### src/inc/btm_pkg.sv
// Constants shared by the boost, thermal and misc control register bank.
package btm_pkg;

    // ****************************************************************
    // Register map
    // ****************************************************************
    localparam logic [7:0] BTM_ADDR_BOOST_THERMAL = 8'h06;
    localparam logic [7:0] BTM_ADDR_MISC          = 8'h07;
    localparam logic [7:0] BTM_BOOST_THERMAL_RST  = 8'h93;
    localparam logic [7:0] BTM_MISC_RST           = 8'h4B;
    localparam logic [7:0] BTM_UNMAPPED_READ      = 8'h00;

    // ****************************************************************
    // Field positions
    // ****************************************************************
    localparam int BTM_BOOST_OUT_VOLTAGE_CODE_LSB    = 4;
    localparam int BTM_BHOT_LSB      = 2;
    localparam int BTM_DIE_THERMAL_REG_SELECT_LSB      = 0;
    localparam int BTM_FORCE_DET_BIT = 7;
    localparam int BTM_TMR_HALF_BIT  = 6;
    localparam int BTM_BAT_SW_BIT    = 5;
    localparam int BTM_MASK_CHG_BIT  = 1;
    localparam int BTM_MASK_BAT_BIT  = 0;

    // ****************************************************************
    // Field meanings
    // ****************************************************************
    localparam logic [12:0] BTM_BOOST_BASE_MV  = 13'h11C6;
    localparam logic [12:0] BTM_BOOST_STEP_MV  = 13'h0040;
    localparam logic [1:0]  BTM_BHOT_DISABLED  = 2'h3;
    localparam logic [6:0]  BTM_LEVEL_MID_PCT  = 7'h21;
    localparam logic [6:0]  BTM_LEVEL_HIGH_PCT = 7'h24;
    localparam logic [6:0]  BTM_LEVEL_LOW_PCT  = 7'h1E;
    localparam logic [6:0]  BTM_DIE_THERMAL_REG_SELECT_BASE_C    = 7'h3C;
    localparam logic [6:0]  BTM_DIE_THERMAL_REG_SELECT_STEP_C    = 7'h14;

    // Selected boost cutoff level in percent of the regulator rail.
    function automatic logic [6:0] btm_level_pct(input logic [1:0] code);
        logic [6:0] level;
        level = BTM_LEVEL_MID_PCT;
        unique case (code)
            2'h0: level = BTM_LEVEL_MID_PCT;
            2'h1: level = BTM_LEVEL_HIGH_PCT;
            2'h2: level = BTM_LEVEL_LOW_PCT;
            2'h3: level = BTM_LEVEL_MID_PCT;
        endcase
        return level;
    endfunction : btm_level_pct

endpackage : btm_pkg

### src/logic/btm_boost_guard.sv
// Boost mode thermistor guard: cutoff and thermistor fault from the sense level.
`timescale 1ns/1ps
`default_nettype none
module btm_boost_guard
    import btm_pkg::*;
(
    // Clock and reset
    input  wire logic       clk_i,
    input  wire logic       rst_i,
    // Settings and sense
    input  wire logic [1:0] bhot_code_i,
    input  wire logic       boost_mode_i,
    input  wire logic [6:0] ntc_sense_pct_i,
    // Results
    output logic            boost_cutoff_o,
    output logic            thermistor_fault_o
);

    logic       cutoff_reg;
    logic       cutoff_next;
    logic       fault_reg;
    logic       fault_next;
    logic       below;

    // ****************************************************************
    // Threshold compare
    // ****************************************************************
    // A hotter battery pulls the sense voltage lower, so below is hot.
    always_comb
    begin
        below       = ntc_sense_pct_i < btm_level_pct(bhot_code_i);
        cutoff_next = boost_mode_i && below && (bhot_code_i != BTM_BHOT_DISABLED);
        fault_next  = boost_mode_i && below;
    end

    always_ff @(posedge clk_i)
    begin
        if (rst_i)
        begin
            cutoff_reg <= 1'b0;
            fault_reg  <= 1'b0;
        end
        else
        begin
            cutoff_reg <= cutoff_next;
            fault_reg  <= fault_next;
        end
    end

    assign boost_cutoff_o     = cutoff_reg;
    assign thermistor_fault_o = fault_reg;
endmodule : btm_boost_guard
`default_nettype wire

### src/logic/btm_control_regs.sv
// Boost voltage, thermal regulation and misc operation control registers.
//
// Notes on behaviour
// - Boost output voltage is 4.55 V plus 512/256/128/64 mV per code bit, code resets to 1001.
// - Boost cutoff code 00, 01, 10 selects 33%, 36%, 30% of the regulator rail, reset 00.
// - In boost mode the boost is cut off when the thermistor sense crosses the selected level.
// - Code 11 keeps boost running, yet the thermistor fault still uses the 33% level.
// - Thermal regulation code 00..11 selects 60, 80, 100, 120 degrees C, reset 11.
// - All eight misc bits are read/write and reset to 0x4B.
// - Misc bits are detect force 7, timer half speed 6, switch off 5, reserved 4..2, masks 1..0.
// - Writing 1 to detect force with input power starts detection; the bit clears when done.
// - With the half speed bit set, the safety timer runs at half rate during limiting or regulation.
// - Switch off bit 1 turns the battery switch off; 0 allows it on.
// - Interrupt on charge fault only with mask bit 1 set, on battery fault only with bit 0 set.
`timescale 1ns/1ps
`default_nettype none
module btm_control_regs
    import btm_pkg::*;
(
    // Clock and reset
    input  wire logic        clk_i,
    input  wire logic        rst_i,
    // Register port from the serial bus engine
    input  wire logic        reg_wr_i,
    input  wire logic        reg_rd_i,
    input  wire logic [7:0]  reg_addr_i,
    input  wire logic [7:0]  reg_wr_data_i,
    output logic [7:0]       reg_rd_data_o,
    output logic             reg_rd_valid_o,
    // Power path and charger status
    input  wire logic        input_power_good_i,
    input  wire logic        detect_done_i,
    input  wire logic        boost_mode_i,
    input  wire logic [6:0]  ntc_sense_pct_i,
    input  wire logic        input_limiting_i,
    input  wire logic        thermal_regulating_i,
    input  wire logic        timer_tick_i,
    input  wire logic        charge_fault_i,
    input  wire logic        battery_fault_i,
    // Controls to the analog side
    output logic [3:0]       boost_out_voltage_code_o,
    output logic [12:0]      boost_out_mv_o,
    output logic [1:0]       die_thermal_reg_select_o,
    output logic [6:0]       die_thermal_limit_c_o,
    output logic             boost_cutoff_o,
    output logic             thermistor_fault_o,
    output logic             detect_start_o,
    output logic             safety_timer_tick_o,
    output logic             battery_switch_off_o,
    output logic             int_request_o
);

    // ****************************************************************
    // Register storage
    // ****************************************************************
    logic [7:0]  boost_thermal_reg;
    logic [7:0]  boost_thermal_next;
    logic [7:0]  misc_reg;
    logic [7:0]  misc_next;
    logic        detect_busy_reg;
    logic        detect_busy_next;
    logic        half_phase_reg;
    logic        half_phase_next;
    logic [12:0] boost_mv_reg;
    logic [12:0] boost_mv_next;
    logic [6:0]  die_thermal_reg_select_c_reg;
    logic [6:0]  die_thermal_reg_select_c_next;
    logic        int_reg;
    logic        int_next;
    logic [7:0]  rd_data_reg;
    logic [7:0]  rd_data_next;
    logic        rd_valid_reg;
    logic        rd_valid_next;
    logic        wr_misc;
    logic        set_detect;
    logic        slow_active;

    function automatic logic [7:0] read_mux(input logic [7:0] addr,
                                            input logic [7:0] boost_voltage_thermal_control,
                                            input logic [7:0] misc_operation_control);
        logic [7:0] data;
        data = BTM_UNMAPPED_READ;
        if (addr == BTM_ADDR_BOOST_THERMAL)
            data = boost_voltage_thermal_control;
        else if (addr == BTM_ADDR_MISC)
            data = misc_operation_control;
        return data;
    endfunction : read_mux

    // ****************************************************************
    // Register writes and self clearing detect force
    // ****************************************************************
    always_comb
    begin
        wr_misc    = reg_wr_i && (reg_addr_i == BTM_ADDR_MISC);
        set_detect = wr_misc && reg_wr_data_i[BTM_FORCE_DET_BIT];
        boost_thermal_next = boost_thermal_reg;
        if (reg_wr_i && reg_addr_i == BTM_ADDR_BOOST_THERMAL)
            boost_thermal_next = reg_wr_data_i;
        misc_next = misc_reg;
        if (wr_misc)
            misc_next = reg_wr_data_i;
        // A fresh write of 1 wins over completion in the same cycle.
        if (detect_busy_reg && detect_done_i && !set_detect)
            misc_next[BTM_FORCE_DET_BIT] = 1'b0;
        detect_busy_next = detect_busy_reg;
        if (detect_start_o)
            detect_busy_next = 1'b1;
        else if (detect_done_i)
            detect_busy_next = 1'b0;
    end

    always_ff @(posedge clk_i)
    begin
        if (rst_i)
        begin
            boost_thermal_reg <= BTM_BOOST_THERMAL_RST;
            misc_reg          <= BTM_MISC_RST;
            detect_busy_reg   <= 1'b0;
        end
        else
        begin
            boost_thermal_reg <= boost_thermal_next;
            misc_reg          <= misc_next;
            detect_busy_reg   <= detect_busy_next;
        end
    end

    // Detection is started once per request and only with input power.
    assign detect_start_o = misc_reg[BTM_FORCE_DET_BIT] && input_power_good_i
                            && !detect_busy_reg;

    // ****************************************************************
    // Decoded controls, timer rate and interrupt
    // ****************************************************************
    always_comb
    begin
        boost_mv_next = BTM_BOOST_BASE_MV + BTM_BOOST_STEP_MV
                        * {9'h000, boost_thermal_reg[BTM_BOOST_OUT_VOLTAGE_CODE_LSB +: 4]};
        die_thermal_reg_select_c_next   = BTM_DIE_THERMAL_REG_SELECT_BASE_C + BTM_DIE_THERMAL_REG_SELECT_STEP_C
                        * {5'h00, boost_thermal_reg[BTM_DIE_THERMAL_REG_SELECT_LSB +: 2]};
        slow_active   = misc_reg[BTM_TMR_HALF_BIT]
                        && (input_limiting_i || thermal_regulating_i);
        half_phase_next = 1'b0;
        if (slow_active)
            half_phase_next = timer_tick_i ? !half_phase_reg : half_phase_reg;
        int_next = (charge_fault_i && misc_reg[BTM_MASK_CHG_BIT])
                   || (battery_fault_i && misc_reg[BTM_MASK_BAT_BIT]);
        rd_valid_next = reg_rd_i;
        rd_data_next  = reg_rd_i ? read_mux(reg_addr_i, boost_thermal_reg, misc_reg)
                                 : rd_data_reg;
    end

    always_ff @(posedge clk_i)
    begin
        if (rst_i)
        begin
            boost_mv_reg   <= 13'h0000;
            die_thermal_reg_select_c_reg     <= 7'h00;
            half_phase_reg <= 1'b0;
            int_reg        <= 1'b0;
            rd_data_reg    <= 8'h00;
            rd_valid_reg   <= 1'b0;
        end
        else
        begin
            boost_mv_reg   <= boost_mv_next;
            die_thermal_reg_select_c_reg     <= die_thermal_reg_select_c_next;
            half_phase_reg <= half_phase_next;
            int_reg        <= int_next;
            rd_data_reg    <= rd_data_next;
            rd_valid_reg   <= rd_valid_next;
        end
    end

    // Every second base tick is passed while the timer is slowed.
    assign safety_timer_tick_o = timer_tick_i && (!slow_active || half_phase_reg);

    assign boost_out_voltage_code_o = boost_thermal_reg[BTM_BOOST_OUT_VOLTAGE_CODE_LSB +: 4];
    assign die_thermal_reg_select_o = boost_thermal_reg[BTM_DIE_THERMAL_REG_SELECT_LSB +: 2];
    assign boost_out_mv_o           = boost_mv_reg;
    assign die_thermal_limit_c_o    = die_thermal_reg_select_c_reg;
    assign battery_switch_off_o     = misc_reg[BTM_BAT_SW_BIT];
    assign int_request_o            = int_reg;
    assign reg_rd_data_o            = rd_data_reg;
    assign reg_rd_valid_o           = rd_valid_reg;

    // ****************************************************************
    // Boost thermistor guard
    // ****************************************************************
    btm_boost_guard u_guard (
        .clk_i              (clk_i),
        .rst_i              (rst_i),
        .bhot_code_i        (boost_thermal_reg[BTM_BHOT_LSB +: 2]),
        .boost_mode_i       (boost_mode_i),
        .ntc_sense_pct_i    (ntc_sense_pct_i),
        .boost_cutoff_o     (boost_cutoff_o),
        .thermistor_fault_o (thermistor_fault_o)
    );
endmodule : btm_control_regs
`default_nettype wire

### config.mk
export PLATFORM = sky130hd
export DESIGN_NAME = btm_control_regs
export DESIGN_NICKNAME = d
export VERILOG_FILES = /design/src/inc/btm_pkg.sv /design/src/logic/btm_boost_guard.sv /design/src/logic/btm_control_regs.sv
export SDC_FILE = /design/constraint.sdc
export NUM_CORES = 1
export LEC_CHECK = 0
export BUFFER_PORTS_ARGS = -buffer_cell sky130_fd_sc_hd__buf_2
export CAP_MARGIN = 25
export CORE_ASPECT_RATIO = 0.75
export CORE_MARGIN = 4
export CORE_UTILIZATION = 48
export DETAILED_ROUTE_END_ITERATION = 7
export PLACE_DENSITY = 0.83
export SYNTH_ARGS = -nofsm -noshare
export SYNTH_HDL_FRONTEND = slang
export SYNTH_SLANG_ARGS = --single-unit
### constraint.sdc
create_clock -name clk_i -period 2.8 [get_ports clk_i]
set_input_delay 0.28 -clock clk_i [delete_from_list [all_inputs] [get_ports clk_i]]
set_output_delay 0.28 -clock clk_i [all_outputs]
set_load 0.05 [all_outputs]
==> results by group <==
CTS
  – Max Root-Sink Buffers: 2
  – PostCTS Resize Cnt: 0
  – Clk_lat worst skew: 0.29 ns
  – Hold Buf Count CTS: 0
  – Post-CTS Setup Repair Bufs: 0
  – CTS tree: yes
  – H-Tree Depth: 2
  – CTS Root Cell: clkbuf_8
  – Clock sink total: 41
  – Worst-path clk slew: 0.08 ns
  – TritonCTS Buffers: 5

STA
  – Final hold violations: 0
  – Final setup margin: 1.14 ns
  – Slew Viols, Final: 0
  – TNS Setup: 0 ns
  – Final Critical Period: 1.66 ns
  – Worst Tran Pin Value: 0.610 ns
  – Rel. slew slack: 0.593
  – Max Clock Freq: 602 MHz
  – Final setup viols: 0
  – Worst setup skew after layout: 0.0102 ns
  – RSZ-0062 raised after global routing: false
  – Final Cycle Share: 0.593

Global route
  – Met3 Usage GRT: 0.0533
  – Global-route wire length before repair: 6.61 mm
  – GR Util met2: 0.277
  – Overflow after GRT: 0
  – Vias in the first global route: 1459
  – Largest net degree at the start of global routing: 35
  – Global route hottest layer: met2
  – M1 GR Usage: 0.204
  – Initial antenna violation count: 0
  – Total track usage: 0.167

Synthesis
  – Mapped Cells: 200
  – Seq/Total Area, Yosys: 0.433
  – Post-synthesis cell area: 1900 µm²
  – Syn Area/Cell: 9.48 µm²
  – Yosys warns: 0
  – Synth Register Bits: 41
  – Yosys cell types: 31

Floorplan
  – Core ar.: 3730 µm²
  – Die area: 5030 µm²
  – Row Count: 19
  – Initial core utilization: 0.508
  – Die width: 80.6 µm
  – Chip height: 62.4 µm
  – I/O Pins: 76

Route
  – Residual DRC: 0
  – WL final: 4.01 mm
  – Vias per cell: 4.90
  – Initial DRC Count: 53
  – Routed Antenna Nets: 0
  – Via Count: 1513
  – First-pass iteration count of the detailed router: 4
  – Drt wl/cell: 13.0 µm

Setup path
  – Crit path DAT: 1.87 ns
  – Worst path required time: 3.01 ns
  – CP startpoint kind: flip-flop
  – CP endpoint kind: flip-flop
  – CP max FO: 4
  – Setup CP Type: flip-flop to flip-flop

Power
  – P per Cell Area: 541 nW/µm²
  – Worst vdd ir: 0.312 mV
  – Pleak: 1.09 nW

Hold path
  – Worst min path class: input port to flip-flop

Final layout
  – Most common cell after layout, fill and taps aside: buf_2
  – Area Growth Syn to Fin: 19.9%
  – Layout cell share with drive strength beyond 1: 0.339
  – Util after Layout: 0.609
  – Most frequent cells in the layout: buf_2, dfxtp_1, nor2_1, nand2_1, mux2i_1
  – Final #Nets: 302
  – Antenna diodes: 0

Flow run
  – Max Cap Viol: 0

Place
  – IO buf count: 68
  – RePlAce Congestion: 0.772
  – DP HPWL: 2.99 mm
  – Setup WS pre-CTS: 0.892 ns

Status
  – Status: finished, final reports clean
final timing paths:
kind | start | endpoint | slack (ns) | cells after the start
setup reg to reg | boost_thermal_reg[2] | u_guard.boost_cutoff_o | 1.14 | 6
hold / removal | reg_wr_data_i[4] | misc_reg[4] | 0.23 | 3
setup / recovery | boost_thermal_reg[2] | u_guard.boost_cutoff_o | 1.14 | 6
hold reg to reg | reg_rd_data_o[0] | reg_rd_data_o[0] | 0.47 | 2
final cells by class:
class | count | area (µm²)
Clock buffer | 6 | 82.6
Clock inverter | 2 | 37.5
Fill cell | 354 | 1460
Inverter | 8 | 30.0
Multi-Input combinational cell | 132 | 897
Sequential cell | 41 | 821
Tap cell | 52 | 65.1
Timing Repair Buffer | 68 | 340
routing by layer:
layer,vias up,wire length [µm]
li1,760,-
met4,0,44
met3,6,363
met2,56,1790
met5,-,0
met1,691,1810
power breakdown:
group / switching, mW / internal (mW) / leakage, nW
clock network: 0.201 / 0.290 / 0.0574
logic: 0.101 / 0.0427 / 0.703
registers: 0.00297 / 0.592 / 0.334
cell usage after synthesis:
cell type	count	area, µm²
nor4b_1	1	8.76
inv_2	1	3.75
and4_4	1	11.3
nand2b_1	10	62.6
xnor2_1	1	8.76
a21oi_1	12	60.1
nor2b_1	3	18.8
inv_1	7	26.3
and3b_1	1	8.76
mux2_2	8	90.1
buf_4	16	120
nand4b_1	1	8.76
a211oi_1	1	7.51
o21ai_0	3	15.0
nor3_1	2	10.0
xor2_1	1	8.76
nand3_1	1	5.00
nand2_1	16	60.1
nand4_1	8	50.1
and3_1	2	12.5
buf_12	1	20.0
buf_1	1	3.75
ha_1	11	138
clkbuf_1	7	26.3
o21a_1	2	15.0
nor2_1	22	82.6
a22oi_1	1	7.51
nor4_4	1	21.3
conb_1	1	3.75
dfxtp_1	41	821
mux2i_1	16	160
cells by family (layout without fill, tap and decap cells):
group,Yosys count,in the layout,share of synthesized area
AND/OR/NAND/NOR,69,69,0.190
adder cells (fa/ha/maj),11,11,0.0726
buffers and inverters,33,84,0.106
XOR/XNOR,2,2,0.00924
flip-flops,41,41,0.433
AO/OA/AOI/OAI,19,19,0.0554
other,1,7,0.00198
multiplexers,24,24,0.132
worst max-delay path, stage by stage (launching register included):
cell and delay (ns):
dfxtp_1 0.39, inv_1 0.06, ha_1 0.30, ha_1 0.30
a21oi_1 0.17, o21ai_0 0.14, a211oi_1 0.22
through the flow:
step,cells,area [µm²],power [mW],hold slack [ns]
finish,309,2270,1.23,0.233
global route,309,2270,1.27,0.250
CTS,309,2270,1.24,0.231
detailed placement,301,2150,0.752,0.455
global placement,301,2150,0.750,0.443
floorplan,206,1920,0.718,0.419
Note: power is estimated with default switching activity, not from simulation.
